$ cat src/shared/dhrs_pkg.sv
package dhrs_pkg;
    // clock rate and the times the block works with
    localparam int CLK_HZ = 25000000;
    localparam int SPIKE_REJECT_NS = 5000;    // low pulses shorter than this are ignored
    localparam int RESET_ACCEPT_NS = 9000;    // low pulses longer than this always reset
    localparam int LOAD_LIMIT_US = 5000;      // settings reload finished within this
    localparam int BLANK_LIMIT_US = 120000;   // awake blanking / cancel limit
    localparam int GLITCH_NS = 1000;          // highs shorter than this inside a pulse are ignored
    // derived cycle counts: least times round up, longest round down
    localparam int SPIKE_REJECT_CYC = (SPIKE_REJECT_NS * (CLK_HZ / 1000000) + 999) / 1000;
    localparam int ACCEPT_CYC = 200;   // qualify between 5 us and 9 us
    localparam int GLITCH_CYC = (GLITCH_NS * (CLK_HZ / 1000000)) / 1000;
    localparam int LOAD_CYC = LOAD_LIMIT_US * (CLK_HZ / 1000000);
    localparam int BLANK_CYC = BLANK_LIMIT_US * (CLK_HZ / 1000000);
    localparam int CNT_W = 22;
    localparam int NVM_WORDS = 8;
    localparam int NVM_AW = 3;
    localparam int DATA_W = 8;

    typedef enum logic [2:0] {
        DHRS_RUN     = 3'b000,
        DHRS_HOLD    = 3'b001,
        DHRS_LOAD    = 3'b010,
        DHRS_BLANK   = 3'b011,
        DHRS_DONE    = 3'b100
    } dhrs_state_e;

    // one stored word moving from non-volatile memory to a register
    typedef struct packed {
        logic valid;
        logic [NVM_AW-1:0] addr;
        logic [DATA_W-1:0] data;
    } dhrs_load_s;
endpackage

$ cat src/rtl/dhrs_reset_seq.sv
`timescale 1ns/1ps
// Overview of operation
// - host holds reset low 10 us; under 5 us ignored, over 9 us resets
// - brief glitches during a valid low neither cancel nor restart the reset
// - on release, stored settings reload into registers within 5 ms
// - display blanked during reset; awake start blanks up to 120 ms, then defaults
// - cancel period ends by 5 ms asleep, by 120 ms awake
module dhrs_reset_seq #(
    parameter int LOAD_CYC = dhrs_pkg::LOAD_CYC,
    parameter int BLANK_CYC = dhrs_pkg::BLANK_CYC,
    parameter int ACCEPT_CYC = dhrs_pkg::ACCEPT_CYC,
    parameter int GLITCH_CYC = dhrs_pkg::GLITCH_CYC
) (
    input wire logic clk,
    input wire logic sys_rst,
    input wire logic hw_reset_line_n,
    input wire logic sleep_out,
    output logic display_blank,
    output logic regs_default,
    output logic cancel_busy,
    output dhrs_pkg::dhrs_load_s load_word,
    output logic [dhrs_pkg::DATA_W-1:0] common_voltage_setting
);
    logic reset_qualified;
    logic line_low;
    dhrs_pkg::dhrs_state_e state;
    dhrs_pkg::dhrs_state_e next_state;
    logic [dhrs_pkg::CNT_W-1:0] cnt;
    logic was_awake;
    logic [dhrs_pkg::NVM_AW-1:0] addr;
    logic [dhrs_pkg::DATA_W-1:0] stored_settings_memory [dhrs_pkg::NVM_WORDS];

    dhrs_pin_filter #(
        .ACCEPT_CYC(ACCEPT_CYC),
        .GLITCH_CYC(GLITCH_CYC)
    ) u_filter (
        .clk(clk),
        .sys_rst(sys_rst),
        .hw_reset_line_n(hw_reset_line_n),
        .reset_qualified(reset_qualified),
        .line_low(line_low)
    );

    // fixed contents stand in for the fused store; values are arbitrary
    genvar gi;
    generate
        for (gi = 0; gi < dhrs_pkg::NVM_WORDS; gi++) begin : g_nvm
            assign stored_settings_memory[gi] = 8'(8'h10 + gi);
        end
    endgenerate

    // release counts only once the glitch bridge drops qualification, so a short high in hold is ignored
    wire released = ~reset_qualified;
    wire load_last = addr == dhrs_pkg::NVM_AW'(dhrs_pkg::NVM_WORDS - 1);
    // release reaches the sequencer a sync and a glitch bridge late; blanking ends that much sooner
    localparam int BLANK_END = BLANK_CYC - GLITCH_CYC - 10;
    wire blank_over = cnt >= dhrs_pkg::CNT_W'(BLANK_END);
    // a sleeping display stays blank after the sequence until it is woken
    wire stay_blank = state == dhrs_pkg::DHRS_RUN && display_blank && !sleep_out;
    wire blank_next = next_state != dhrs_pkg::DHRS_RUN || stay_blank
        || (state == dhrs_pkg::DHRS_DONE && !was_awake);
    wire load_over = cnt >= dhrs_pkg::CNT_W'(LOAD_CYC - 1);

    // sequencing after a qualified low
    always_comb begin
        next_state = state;
        case (state)
            dhrs_pkg::DHRS_RUN: if (reset_qualified) next_state = dhrs_pkg::DHRS_HOLD;
            dhrs_pkg::DHRS_HOLD: if (released) next_state = dhrs_pkg::DHRS_LOAD;
            dhrs_pkg::DHRS_LOAD: begin
                if (load_last) begin
                    next_state = was_awake ? dhrs_pkg::DHRS_BLANK : dhrs_pkg::DHRS_DONE;
                end
            end
            dhrs_pkg::DHRS_BLANK: if (blank_over) next_state = dhrs_pkg::DHRS_DONE;
            dhrs_pkg::DHRS_DONE: next_state = dhrs_pkg::DHRS_RUN;
            default: next_state = dhrs_pkg::DHRS_RUN;
        endcase
    end

    // new qualified low during the cancel period restarts the sequence
    always_ff @(posedge clk) begin
        if (sys_rst) begin
            state <= dhrs_pkg::DHRS_RUN;
        end else if (reset_qualified && state != dhrs_pkg::DHRS_HOLD) begin
            state <= dhrs_pkg::DHRS_HOLD;
        end else begin
            state <= next_state;
        end
    end

    // elapsed time since release, and awake flag latched when a reset starts from run
    always_ff @(posedge clk) begin
        if (sys_rst) begin
            cnt <= '0;
            was_awake <= 1'b0;
        end else begin
            cnt <= (state == dhrs_pkg::DHRS_HOLD || state == dhrs_pkg::DHRS_RUN) ? '0 : cnt + 1'b1;
            if (state == dhrs_pkg::DHRS_RUN && reset_qualified) begin
                was_awake <= sleep_out;
            end
        end
    end

    // one stored word per cycle, well inside the load limit
    always_ff @(posedge clk) begin
        if (sys_rst) begin
            addr <= '0;
            load_word <= '0;
            common_voltage_setting <= 8'h00;
        end else begin
            load_word.valid <= state == dhrs_pkg::DHRS_LOAD;
            load_word.addr <= addr;
            load_word.data <= stored_settings_memory[addr];
            addr <= state == dhrs_pkg::DHRS_LOAD ? addr + 1'b1 : '0;
            if (state == dhrs_pkg::DHRS_LOAD && addr == '0) begin
                common_voltage_setting <= stored_settings_memory[addr];
            end
        end
    end

    // blanking holds through reset and its tail; sleeping start stays blank
    always_ff @(posedge clk) begin
        if (sys_rst) begin
            display_blank <= 1'b1;
            regs_default <= 1'b1;
            cancel_busy <= 1'b1;
        end else begin
            display_blank <= blank_next;
            regs_default <= state == dhrs_pkg::DHRS_DONE ? 1'b1 : (state == dhrs_pkg::DHRS_HOLD ? 1'b0 : regs_default);
            cancel_busy <= next_state != dhrs_pkg::DHRS_RUN;
        end
    end

    // checks
    logic [dhrs_pkg::CNT_W-1:0] since_rel;
    always_ff @(posedge clk) begin
        if (sys_rst) begin
            since_rel <= '0;
        end else begin
            since_rel <= (state == dhrs_pkg::DHRS_HOLD || state == dhrs_pkg::DHRS_RUN) ? '0 : since_rel + 1'b1;
        end
    end
    property p_load_in_time;
        @(posedge clk) disable iff (sys_rst) load_word.valid |-> since_rel <= dhrs_pkg::CNT_W'(LOAD_CYC);
    endproperty
    a_load_in_time: assert property (p_load_in_time) else $error("load past limit");
    property p_cancel_bound;
        @(posedge clk) disable iff (sys_rst) cancel_busy |-> since_rel <= dhrs_pkg::CNT_W'(BLANK_CYC + 2);
    endproperty
    a_cancel_bound: assert property (p_cancel_bound) else $error("cancel too long");
    property p_sleep_short;
        @(posedge clk) disable iff (sys_rst)
            (state == dhrs_pkg::DHRS_DONE && !was_awake) |-> since_rel <= dhrs_pkg::CNT_W'(LOAD_CYC);
    endproperty
    a_sleep_short: assert property (p_sleep_short) else $error("asleep cancel too long");
    property p_blank_hold;
        @(posedge clk) disable iff (sys_rst) state == dhrs_pkg::DHRS_HOLD |=> display_blank;
    endproperty
    a_blank_hold: assert property (p_blank_hold) else $error("not blank in reset");
    property p_qual_start;
        @(posedge clk) disable iff (sys_rst) $rose(reset_qualified) |=> state == dhrs_pkg::DHRS_HOLD;
    endproperty
    a_qual_start: assert property (p_qual_start) else $error("reset not begun");
    property p_no_start;
        @(posedge clk) disable iff (sys_rst)
            (state == dhrs_pkg::DHRS_RUN && !reset_qualified) |=> state != dhrs_pkg::DHRS_HOLD;
    endproperty
    a_no_start: assert property (p_no_start) else $error("unqualified reset");
    // first high cycle inside a qualified low must not leave hold
    property p_glitch_hold;
        @(posedge clk) disable iff (sys_rst)
            (state == dhrs_pkg::DHRS_HOLD && !line_low && $past(line_low)) |=> state == dhrs_pkg::DHRS_HOLD;
    endproperty
    a_glitch_hold: assert property (p_glitch_hold) else $error("glitch cancelled");
    property p_load_order;
        @(posedge clk) disable iff (sys_rst) $fell(state == dhrs_pkg::DHRS_HOLD) && !reset_qualified
            |=> state == dhrs_pkg::DHRS_LOAD;
    endproperty
    a_load_order: assert property (p_load_order) else $error("no reload after release");

    // words stream one per cycle in address order
    property p_load_step;
        @(posedge clk) disable iff (sys_rst) (state == dhrs_pkg::DHRS_LOAD && !load_last)
            |=> addr == dhrs_pkg::NVM_AW'($past(addr) + 1'b1);
    endproperty
    a_load_step: assert property (p_load_step) else $error("load address skipped");
    // the voltage word changes only while reloading
    property p_common_voltage_setting_hold;
        @(posedge clk) disable iff (sys_rst) state != dhrs_pkg::DHRS_LOAD |=> $stable(common_voltage_setting);
    endproperty
    a_common_voltage_setting_hold: assert property (p_common_voltage_setting_hold) else $error("voltage word moved");

    // a new qualified low at any later point starts over at hold
    property p_restart;
        @(posedge clk) disable iff (sys_rst) (reset_qualified && state != dhrs_pkg::DHRS_HOLD)
            |=> state == dhrs_pkg::DHRS_HOLD;
    endproperty
    a_restart: assert property (p_restart) else $error("restart missed");

    // defaults are lost in hold and back once the sequence ends
    property p_hold_clears;
        @(posedge clk) disable iff (sys_rst) state == dhrs_pkg::DHRS_HOLD |=> !regs_default;
    endproperty
    a_hold_clears: assert property (p_hold_clears) else $error("defaults kept in reset");
    property p_default_after;
        @(posedge clk) disable iff (sys_rst) state == dhrs_pkg::DHRS_DONE |=> regs_default;
    endproperty
    a_default_after: assert property (p_default_after) else $error("defaults not restored");

    // awake start shows the picture again, sleeping start keeps it dark
    property p_awake_shows;
        @(posedge clk) disable iff (sys_rst) (state == dhrs_pkg::DHRS_DONE && was_awake) |=> !display_blank;
    endproperty
    a_awake_shows: assert property (p_awake_shows) else $error("awake display left blank");
    property p_sleep_blank;
        @(posedge clk) disable iff (sys_rst)
            (state == dhrs_pkg::DHRS_RUN && display_blank && !sleep_out) |=> display_blank;
    endproperty
    a_sleep_blank: assert property (p_sleep_blank) else $error("sleeping display unblanked");

    // main scenarios
    c_awake: cover property (@(posedge clk) state == dhrs_pkg::DHRS_BLANK ##1 state == dhrs_pkg::DHRS_DONE);
    c_asleep: cover property (@(posedge clk) state == dhrs_pkg::DHRS_LOAD ##1 state == dhrs_pkg::DHRS_DONE);
    c_qual: cover property (@(posedge clk) $rose(reset_qualified));
    c_restart: cover property (@(posedge clk) state == dhrs_pkg::DHRS_BLANK ##1 state == dhrs_pkg::DHRS_HOLD);
    c_glitch: cover property (@(posedge clk) state == dhrs_pkg::DHRS_HOLD && $fell(line_low));
endmodule

$ cat src/rtl/dhrs_pin_filter.sv
`timescale 1ns/1ps
// qualifies the reset line: counts low time and bridges short high glitches
module dhrs_pin_filter #(
    parameter int ACCEPT_CYC = dhrs_pkg::ACCEPT_CYC,
    parameter int GLITCH_CYC = dhrs_pkg::GLITCH_CYC
) (
    input wire logic clk,
    input wire logic sys_rst,
    input wire logic hw_reset_line_n,
    output logic reset_qualified,
    output logic line_low
);
    logic [2:0] sync;
    logic [15:0] low_cnt;
    logic [15:0] high_cnt;
    // three stages; a change counts once the last two agree
    always_ff @(posedge clk) begin
        if (sys_rst) begin
            sync <= 3'h7;
            line_low <= 1'b0;
        end else begin
            sync <= {sync[1:0], hw_reset_line_n};
            if (sync[2] == sync[1]) begin
                line_low <= ~sync[2];
            end
        end
    end
    wire long_high = line_low == 1'b0 && high_cnt >= 16'(GLITCH_CYC);
    // low time counter; a short high does not restart it
    always_ff @(posedge clk) begin
        if (sys_rst) begin
            low_cnt <= 16'h0000;
            high_cnt <= 16'h0000;
            reset_qualified <= 1'b0;
        end else begin
            high_cnt <= line_low ? 16'h0000 : high_cnt + 16'h0001;
            if (long_high) begin
                low_cnt <= 16'h0000;
                reset_qualified <= 1'b0;
            end else if (line_low && low_cnt < 16'(ACCEPT_CYC)) begin
                low_cnt <= low_cnt + 16'h0001;
            end else if (line_low) begin
                reset_qualified <= 1'b1;
            end
        end
    end
endmodule

$ cat config.mk
export PLATFORM = sky130hd
export DESIGN_NAME = dhrs_reset_seq
export DESIGN_NICKNAME = d
export VERILOG_FILES = /design/src/shared/dhrs_pkg.sv /design/src/rtl/dhrs_reset_seq.sv /design/src/rtl/dhrs_pin_filter.sv
export SDC_FILE = /design/constraint.sdc
export NUM_CORES = 1
export LEC_CHECK = 0
export BUFFER_PORTS_ARGS = -buffer_cell sky130_fd_sc_hd__buf_2
export CAP_MARGIN = 0
export CORE_MARGIN = 5
export CORE_UTILIZATION = 33
export DETAILED_ROUTE_END_ITERATION = 7
export SLEW_MARGIN = 40
export SYNTH_ARGS = -nofsm -noshare
export SYNTH_HDL_FRONTEND = slang
export SYNTH_SLANG_ARGS = --single-unit
export TNS_END_PERCENT = 50
$ cat constraint.sdc
create_clock -name clk -period 1.6 [get_ports clk]
set_input_delay 0.32 -clock clk [delete_from_list [all_inputs] [get_ports clk]]
set_output_delay 0.32 -clock clk [all_outputs]
set_load 0.02 [all_outputs]
# After elaboration in Yosys (flattened, before gate mapping)

Memory sizes are Yosys's and may differ from the RTL's.
Index checks and enable logic that the tools add are counted.

Register bits after elaboration: 89
ROM bits: 64
Input port bits: 4
Output and inout bits: 23
Word-level logic and storage cells: 70
Memories: 1

Memories:

| name            | depth | width | rd ports | clocked after Yosys merged registers in | wr ports | line                  | source |
|---|---|---|---|---|---|---|---|
| (no name shown) | 8     | 8     | 1        | 0                                       | 0        | dhrs_reset_seq.sv:117 | `common_voltage_setting <= stored_settings_memory[addr];` |

$add $sub $neg: 4
Order comparisons: 4
Equality and inequality tests: 7
Mux-type cells: 9
Bitwise logic cells: 5
Reductions and logical operators: 23

Operator list:

| kind                    | number |
|---|---|
| $add A16 B1 Y16 const B | 2 |
| $add A22 B1 Y22 const B | 1 |
| $ge A22 B22 Y1 const B  | 1 |
| $ge A16 B5 Y1 const B   | 1 |
| $lt A16 B8 Y1 const B   | 1 |
| $mux W8                 | 2 |
| $mux W3                 | 5 |
| $pmux W3 S4             | 1 |
| $reduce_or A2 Y1        | 6 |
| $logic_and A1 B1 Y1     | 8 |
| $eq A3 B2 Y1 const B    | 2 |
| $eq A3 B3 Y1 const B    | 2 |
| $logic_not A3 Y1        | 2 |
| $ge A4 B4 Y1 const B    | 1 |
| $not A1 Y1              | 4 |
| $not A3 Y4              | 1 |
| $add A3 B1 Y3 const B   | 1 |
| $eq A3 B1 Y1 const B    | 1 |
| $logic_or A1 B1 Y1      | 3 |
| $ne A3 B1 Y1 const B    | 1 |
| $reduce_bool A3 Y1      | 1 |
| $logic_not A1 Y1        | 2 |
| $reduce_and A2 Y1       | 1 |
| $eq A1 B1 Y1            | 1 |
| $mux W1                 | 1 |

# Longest topological paths before layout

Gate-level depths: netlist of run 1.

Depth after elaboration: 6
Mapped depth: 7
Gate-level depth less buffers: 6

# Modules after synthesis

Synthesis of run 1 repeated with hierarchy kept, for this count alone.

Cells, all modules: 384
Area, all modules: 3497.1 sq um

By module, submodules not included:

| module          | times used | cells each | area each (sq um) | sequential area each (sq um) |
|---|---|---|---|---|
| dhrs_reset_seq  | 1          | 220        | 1960.6            | 820.8 |
| dhrs_pin_filter | 1          | 164        | 1536.5            | 740.7 |

# Least setup slack after synthesis of run 1

No wires, ideal clock.

Path type: reg-to-reg
Start point: register cnt[0] (netlist name)
End point: register cnt[16] (netlist name)
Setup time: 0.072 ns
Arrival: 1.635 ns
Data required time: 1.528 ns
Slack: -0.107 ns
Cell stages (with the launch flop): 6
Buffers on the path: 0
Clock period less this slack: 1.707 ns
Cells stage by stage: dfxtp_1 ha_1 nand2_1 or3_4 or4_1 a21oi_1

Word-level cells in the longest chain between the ends: 1

RTL lines:

| what                     | line                 | source |
|---|---|---|
| start: declaration       | dhrs_reset_seq.sv:28 | `logic [dhrs_pkg::CNT_W-1:0] cnt;` |
| start signal: assignment | dhrs_reset_seq.sv:98 | `cnt <= (state == dhrs_pkg::DHRS_HOLD \|\| state == dhrs_pkg::DHRS_RUN) ? '0 : cnt + 1'b1;` |
| $add A22 B1 Y22          | dhrs_reset_seq.sv:98 |  |

No other way between the ends.
A chain may end at the register's enable or synchronous reset.

# Worst setup path after layout of run 1

Start point: register u_filter.low_cnt[8]
End point: register u_filter.low_cnt[4]

Word-level cells in the longest chain between the ends: 2

RTL lines:

| what                     | line                  | source |
|---|---|---|
| start: declaration       | dhrs_pin_filter.sv:14 | `logic [15:0] low_cnt;` |
| start signal: assignment | dhrs_pin_filter.sv:41 | `low_cnt <= low_cnt + 16'h0001;` |
| $lt A16 B8 Y1            | dhrs_pin_filter.sv:40 | `end else if (line_low && low_cnt < 16'(ACCEPT_CYC)) begin` |
| $logic_and A1 B1 Y1      | dhrs_pin_filter.sv:40 |  |

No other way between the ends.

==> qor.yml, run 1 <==
status: "complete, but fails checks"
failed_checks: "setup timing"
insertion_delay_ns: 0.36
nets: 461
synth_cells: 391
rsz0062_at_grt: "yes"
num_vias: 2904
antennaDiodeCount: 0
numPortBuffers: 18
sequential_cell_area_fraction_in_the_yosys_report_pct: 43.9
drt_pre_antenna_iters: 4
cts_tree: "built"
rr_worst_depth: 5
setup.worst_path.end_class: "flip-flop"
critical_path_data_arrival_time_ns: 1.91
achievable-frequency_ghz: 0.612
cts.sinks: 78
area_growth_pct: 27.6
worst_ir_drop_vdd_mv: 0.580
rows: 38
antenna_violations_before_repair: 0
postRouteAntennaNets: 0
worst_hold_path_type: "in -> reg"
synth.ff_latch_count: 78
grt_max_degree: 18
tritoncts.num_buffers: 9
last_weighted_congestion_value_of_the_routability_driven_placer: 0.795
start_util_pct: 33.3
timing_hold_violations_final: 0
holdWs_ns: 0.159
dp_hpwl_um: 5450
wl_per_cell_um: 13.1
synth_async_sr_flop_share_pct: 0
netlist_top_cells_count: "sky130_fd_sc_hd__dfxtp_1, sky130_fd_sc_hd__nor2_1, sky130_fd_sc_hd__nand2_1"
final_max_slew_viol_count: 0
globalRouteTotalUtil_pct: 12.4
stdcell_count: 592
h-tree-depth: 3
maxCapViolations: 0
rrSetupSlack_ns: -0.03
drt_iter0_markers: 84
number_of_flops_mapped_to_enable_cells_by_yosys: 0
grt_pass1_vias: 2774
critical_path_class: "reg -> reg"
drc: 0
yosys.cell_types.count: 55
fin_skew_ns: 0.0111
setup_viol: 2
cp_max_fo: 5
worst_ep_required_time_ns: 1.87
globalRoute.totalOverflow: 0
synth.yosys.warnings: 0
cts.root.buffer_cell: "sky130_fd_sc_hd__clkbuf_8"
boundaryPins: 27
total_routed_wirelength_um: 7760
proportion_of_netlist_area_held_by_the_largest_area_contributor_pct: 43.9
hold_depth: 2
syn_avg_cell_area_um2: 9.10
most_used_dff_post_synth: "sky130_fd_sc_hd__dfxtp_1"
worst_setup_path_start_kind: "flip-flop"
post-route-period-util_pct: 102
die_area_um2: 13000
die_y_um: 114
longest_clk_path_bufs: 2
layout-drive-gt1-share_pct: 31.2
final_core_util_pct: 42.4
yosys-top-cells-area: "sky130_fd_sc_hd__dfxtp_1, sky130_fd_sc_hd__nor2_1, sky130_fd_sc_hd__ha_1"
core_area_um2: 10700
leading_cell_type_by_number_of_instances_after_synthesis: "sky130_fd_sc_hd__dfxtp_1"
synth_largest_area_cell: "sky130_fd_sc_hd__dfxtp_1"
power_density_nw_per_um2: 892
cts_stage_hold_buffer_count: 0
p_leak_nw: 1.69
fin_crit_ns: 1.63
number_of_placed_cells_counting_well_taps: 572
floorplan.die.width_um: 114
synth.cell_area_um2: 3560
clk_pin_slew_worst_paths_ns: 0.08
grt_pass1_wl_um: 13000
final_critical_path_setup_slack_ns: -0.0336
via_per_inst: 4.91
[final timing paths]
path / startpoint / to
max: u_filter.low_cnt[8]$_SDFFE_PP0P_ / u_filter.low_cnt[4]$_SDFFE_PP0P_
min: hw_reset_line_n / u_filter.sync[0]$_SDFF_PP1_
max reg2reg: u_filter.low_cnt[8]$_SDFFE_PP0P_ / u_filter.low_cnt[4]$_SDFFE_PP0P_
min reg2reg: u_filter.sync[0]$_SDFF_PP1_ / u_filter.sync[1]$_SDFF_PP1_
[layout make-up]
class | instances | area, um2
fillers | 1066 | 6160
inverters | 16 | 60.1
clock buffers | 11 | 141
well taps | 140 | 175
repair buffers | 64 | 449
clock inverters | 5 | 129
flip-flops and latches | 78 | 1580
multi-input cells | 278 | 2000
[power by group]
group	switching [W]	internal [W]	total, W
clock network	0.000746	0.00124	0.00199
logic	0.0000676	0.0000284	0.0000960
registers	0.0000104	0.00195	0.00196
[per-stage QoR]
stage,total power [W],instance area (um2),worst slack [ns],TNS [ns]
2_1_floorplan,0.00209,3610,-0.00425,-0.00694
3_3_place_gp,0.00210,4070,0.00360,0
3_5_place_dp,0.00210,4070,-0.0637,-0.146
4_1_cts,0.00409,4390,-0.0169,-0.0175
5_1_grt,0.00418,4540,-0.144,-0.444
6_report,0.00405,4540,-0.0336,-0.0668
[cells by family (layout without fill, tap and decap cells)]
family                   count (synthesis)  count (layout)  synth area share (%)
AND/OR/NAND/NOR                        170             170                  27.6
flip-flops                              78              78                  43.9
AO/OA/AOI/OAI                           63              63                  12.4
buffers and inverters                   42              96                  5.59
XOR/XNOR                                20              20                  4.92
adder cells (fa/ha/maj)                 10              10                  3.52
multiplexers                             7               7                  1.97
other                                    1               8                 0.105
[state kept, by name (all words and copies together), names as in the netlist, 3 cells and up]
signal,flops
cnt,22
u_filter.sync,3
u_filter.low_cnt,16
load_word,5
u_filter.high_cnt,16
addr,3
common_voltage_setting,4
state,3
[routing by layer]
metal	GRT usage, %	routed length (um)
met3	2.86	246
met2	19.9	3690
met5	0	0
met4	5.94	202
met1	15.8	3630
[repair_timing]
action                     4_1_cts  5_1_grt
setup buffers                    1        2
resized for setup                9       36
gates cloned                     1        0
pin swaps                        9       11
setup endpoints to repair        7       28
[worst max-delay path, stage by stage (launching register included)]
cell and delay (ns):
sky130_fd_sc_hd__dfxtp_2 0.34, sky130_fd_sc_hd__nor4_4 0.36, sky130_fd_sc_hd__nand3_4 0.12, sky130_fd_sc_hd__buf_6 0.15, sky130_fd_sc_hd__or3_4 0.36, sky130_fd_sc_hd__a211oi_2 0.23
[layout by cell type (no fill, tap or decap), types with 5 or more instances in the layout]
master,n
sky130_fd_sc_hd__dfxtp_1,65
sky130_fd_sc_hd__and2_1,7
sky130_fd_sc_hd__nand2b_1,7
sky130_fd_sc_hd__clkbuf_8,10
sky130_fd_sc_hd__nor3b_1,5
sky130_fd_sc_hd__or3_4,5
sky130_fd_sc_hd__xor2_1,9
sky130_fd_sc_hd__conb_1,8
sky130_fd_sc_hd__o21ai_0,14
sky130_fd_sc_hd__dfxtp_2,11
sky130_fd_sc_hd__nand2_1,21
sky130_fd_sc_hd__inv_1,16
sky130_fd_sc_hd__nor2_1,38
sky130_fd_sc_hd__nand3_1,10
sky130_fd_sc_hd__mux2i_1,7
sky130_fd_sc_hd__buf_2,19
sky130_fd_sc_hd__a21oi_1,12
sky130_fd_sc_hd__nor3_1,11
sky130_fd_sc_hd__buf_4,43
sky130_fd_sc_hd__or3_1,7
sky130_fd_sc_hd__ha_1,9
sky130_fd_sc_hd__xnor2_1,11
sky130_fd_sc_hd__nor3b_2,5
sky130_fd_sc_hd__nor4_1,7
sky130_fd_sc_hd__nand4_1,13
No activity file was read; power rests on OpenSTA's default activity.
==> inputs of run 2 (changes only) <==
--- a/config.mk
+++ b/config.mk
@@ -10,6 +10,7 @@
 export CORE_MARGIN = 5
 export CORE_UTILIZATION = 33
 export DETAILED_ROUTE_END_ITERATION = 7
+export PLACE_DENSITY = 0.53
 export SLEW_MARGIN = 40
 export SYNTH_ARGS = -nofsm -noshare
 export SYNTH_HDL_FRONTEND = slang
==> run 2 against run 1 <==
The flow still finishes with violations (setup timing). Power down 11%. Sequential power is essentially flat. Register-to-register slack improved by 0.02 ns. Clock skew fell by 0.0022 ns. First-iteration DRC count rose by 120%. Clock-buffer cell count did not move. Critical path depth shrank 1. Critical endpoint is now u_filter.low_cnt[5]$_SDFFE_PP0P_. Highest routed layer unchanged.
==> qor.yml, run 2 (synthesis gave the netlist of run 1 again) <==
holdCritStartpoint: "hw_reset_line_n"
h-tree-depth: 3
dp_hpwl_um: 5380
floorplan.die.width_um: 114
layout_common_cells: "sky130_fd_sc_hd__dfxtp_1, sky130_fd_sc_hd__buf_4, sky130_fd_sc_hd__nor2_1, sky130_fd_sc_hd__nand2_1, sky130_fd_sc_hd__buf_2"
clk_pin_slew_worst_paths_ns: 0.08
reg.largest.list: "cnt: 22 flops, u_filter.high_cnt: 16 flops, u_filter.low_cnt: 16 flops"
insertion_delay_ns: 0.35
worst_ep_required_time_ns: 1.88
maxCapViolations: 0
rr_worst_depth: 4
placement.setup.worst_slack_ns: -0.0466
achievable-frequency_ghz: 0.620
tritoncts.num_buffers: 9
critical_path_class: "reg -> reg"
cts.sinks: 78
path_cells: "o311ai_4, nand3_4, or4_4, a211oi_2"
longest_clk_path_bufs: 2
rsz0062_at_grt: "yes"
crit_family: "simple AND/OR/NAND/NOR gates"
total_routed_wirelength_um: 7600
worst_ir_drop_vdd_mv: 0.443
final_max_slew_viol_count: 0
start_util_pct: 33.3
final_core_util_pct: 41.6
post-route-period-util_pct: 101
n_fill_cell: 1066
globalRouteTotalUtil_pct: 12.5
worst_hold_path.endpoint: "u_filter.sync[0]$_SDFF_PP1_"
boundaryPins: 27
fin_skew_ns: 0.00886
rows: 38
regArea_um2: 1590
cts_tree: "built"
multi_input_comb_area_um2: 1950
rr_startpoint: "u_filter.low_cnt[4]$_SDFFE_PP0P_"
drt_pre_antenna_iters: 4
die_y_um: 114
globalRoute.totalOverflow: 0
grt_pass1_wl_um: 13200
setup.worst_path.end_class: "flip-flop"
slowest_stage: "sky130_fd_sc_hd__or4_4"
last_weighted_congestion_value_of_the_routability_driven_placer: 0.786
largest_register: "cnt"
worst_hold_path_type: "in -> reg"
wl_per_cell_um: 12.8
layout.cells.most_common: "sky130_fd_sc_hd__dfxtp_1"
drt_iter0_markers: 186
numPortBuffers: 18
final_critical_path_setup_slack_ns: -0.0128
nets: 464
timing_hold_violations_final: 0
holdWs_ns: 0.154
num_vias: 2899
grt_max_degree: 18
drc: 0
via_per_inst: 4.87
fin_crit_ns: 1.61
worstPathBufferInverterCount: 0
postRouteAntennaNets: 0
failed_checks: "setup timing"
core_area_um2: 10700
layout-drive-gt1-share_pct: 30.1
hold_depth: 2
p_leak_nw: 1.66
critPathMaxStageDelay_ns: 0.53
rrSetupSlack_ns: -0.01
setup_viol: 1
status: "complete, but fails checks"
cp_max_fo: 5
largest_reg_flops: 22
cts_stage_hold_buffer_count: 0
power_density_nw_per_um2: 805
critical_path_data_arrival_time_ns: 1.89
design_power_total_w: 0.00358
cts.root.buffer_cell: "sky130_fd_sc_hd__clkbuf_8"
area_growth_pct: 25.1
die_area_um2: 13000
antenna_violations_before_repair: 0
grt_pass1_vias: 2876
r2r-end: "u_filter.low_cnt[5]$_SDFFE_PP0P_"
antennaDiodeCount: 0
worst_setup_path_start_kind: "flip-flop"
[run 2: cell types whose count changed in the layout (fill, tap and decap cells not counted), moves of 2 or more]
cell,previous run,this run
sky130_fd_sc_hd__buf_4,43,46
sky130_fd_sc_hd__nor3b_2,5,3
sky130_fd_sc_hd__bufinv_16,4,1
sky130_fd_sc_hd__nor3_2,3,1
sky130_fd_sc_hd__clkinv_2,0,2
sky130_fd_sc_hd__dfxtp_4,2,4
sky130_fd_sc_hd__nor3b_1,5,7
sky130_fd_sc_hd__nor3_1,11,13
[run 2: what timing repair did]
action	CTS	global route
resized for setup	10	27
setup endpoints to repair	7	26
pin swaps	2	10
gates cloned	0	1
setup buffers	1	4
[run 2: worst register-to-register path, stage by stage (launching register included)]
cell	delay [ns]
sky130_fd_sc_hd__dfxtp_4	0.37
sky130_fd_sc_hd__o311ai_4	0.35
sky130_fd_sc_hd__nand3_4	0.12
sky130_fd_sc_hd__or4_4	0.53
sky130_fd_sc_hd__a211oi_2	0.18
[run 2: metrics by stage]
stage	std cells	TNS, ns	instance area, um2
6_report	595	-0.0128	4450
5_1_grt	595	-0.423	4450
4_1_cts	590	0	4320
3_5_place_dp	573	-0.152	4070
3_3_place_gp	573	-0.00118	4070
2_1_floorplan	398	-0.00694	3610
[run 2: how the worst max path moves through the flow]
stage                                startpoint                                 to  cells past startpoint
2_1_floorplan                 cnt[7]$_SDFF_PP0_                 cnt[16]$_SDFF_PP0_                      4
3_3_place_gp   u_filter.low_cnt[5]$_SDFFE_PP0P_   u_filter.low_cnt[5]$_SDFFE_PP0P_                      4
3_5_place_dp   u_filter.low_cnt[5]$_SDFFE_PP0P_   u_filter.low_cnt[5]$_SDFFE_PP0P_                      4
4_1_cts         u_filter.high_cnt[1]$_SDFF_PP0_  u_filter.low_cnt[14]$_SDFFE_PP0P_                      6
5_1_grt        u_filter.low_cnt[4]$_SDFFE_PP0P_   u_filter.low_cnt[6]$_SDFFE_PP0P_                      5
6_report       u_filter.low_cnt[4]$_SDFFE_PP0P_   u_filter.low_cnt[5]$_SDFFE_PP0P_                      4
[run 2: layout make-up]
cell class                 count  share of cell area [%]
clock buffer                  11                    3.40
clock inverter                 5                    1.27
tap                          140                    3.94
multi-input combinational    278                    43.7
sequential                    78                    35.7
timing repair buffer          67                    10.6
inverter                      16                    1.35
[run 2: report_power, final]
part | internal [W] | leakage [nW] | switching [W]
registers | 0.00195 | 0.638 | 0.0000117
logic | 0.0000280 | 0.920 | 0.0000653
clock network | 0.000806 | 0.106 | 0.000724
[run 2: per-layer routing]
metal  global-route usage (%)  share of wire, %  vias up
li1                         -                 -     1498
met1                     16.0                49     1348
met2                     19.7                46       43
met3                     2.12               3.0       10
met4                     7.36               2.1        0
met5                        0                 0        -
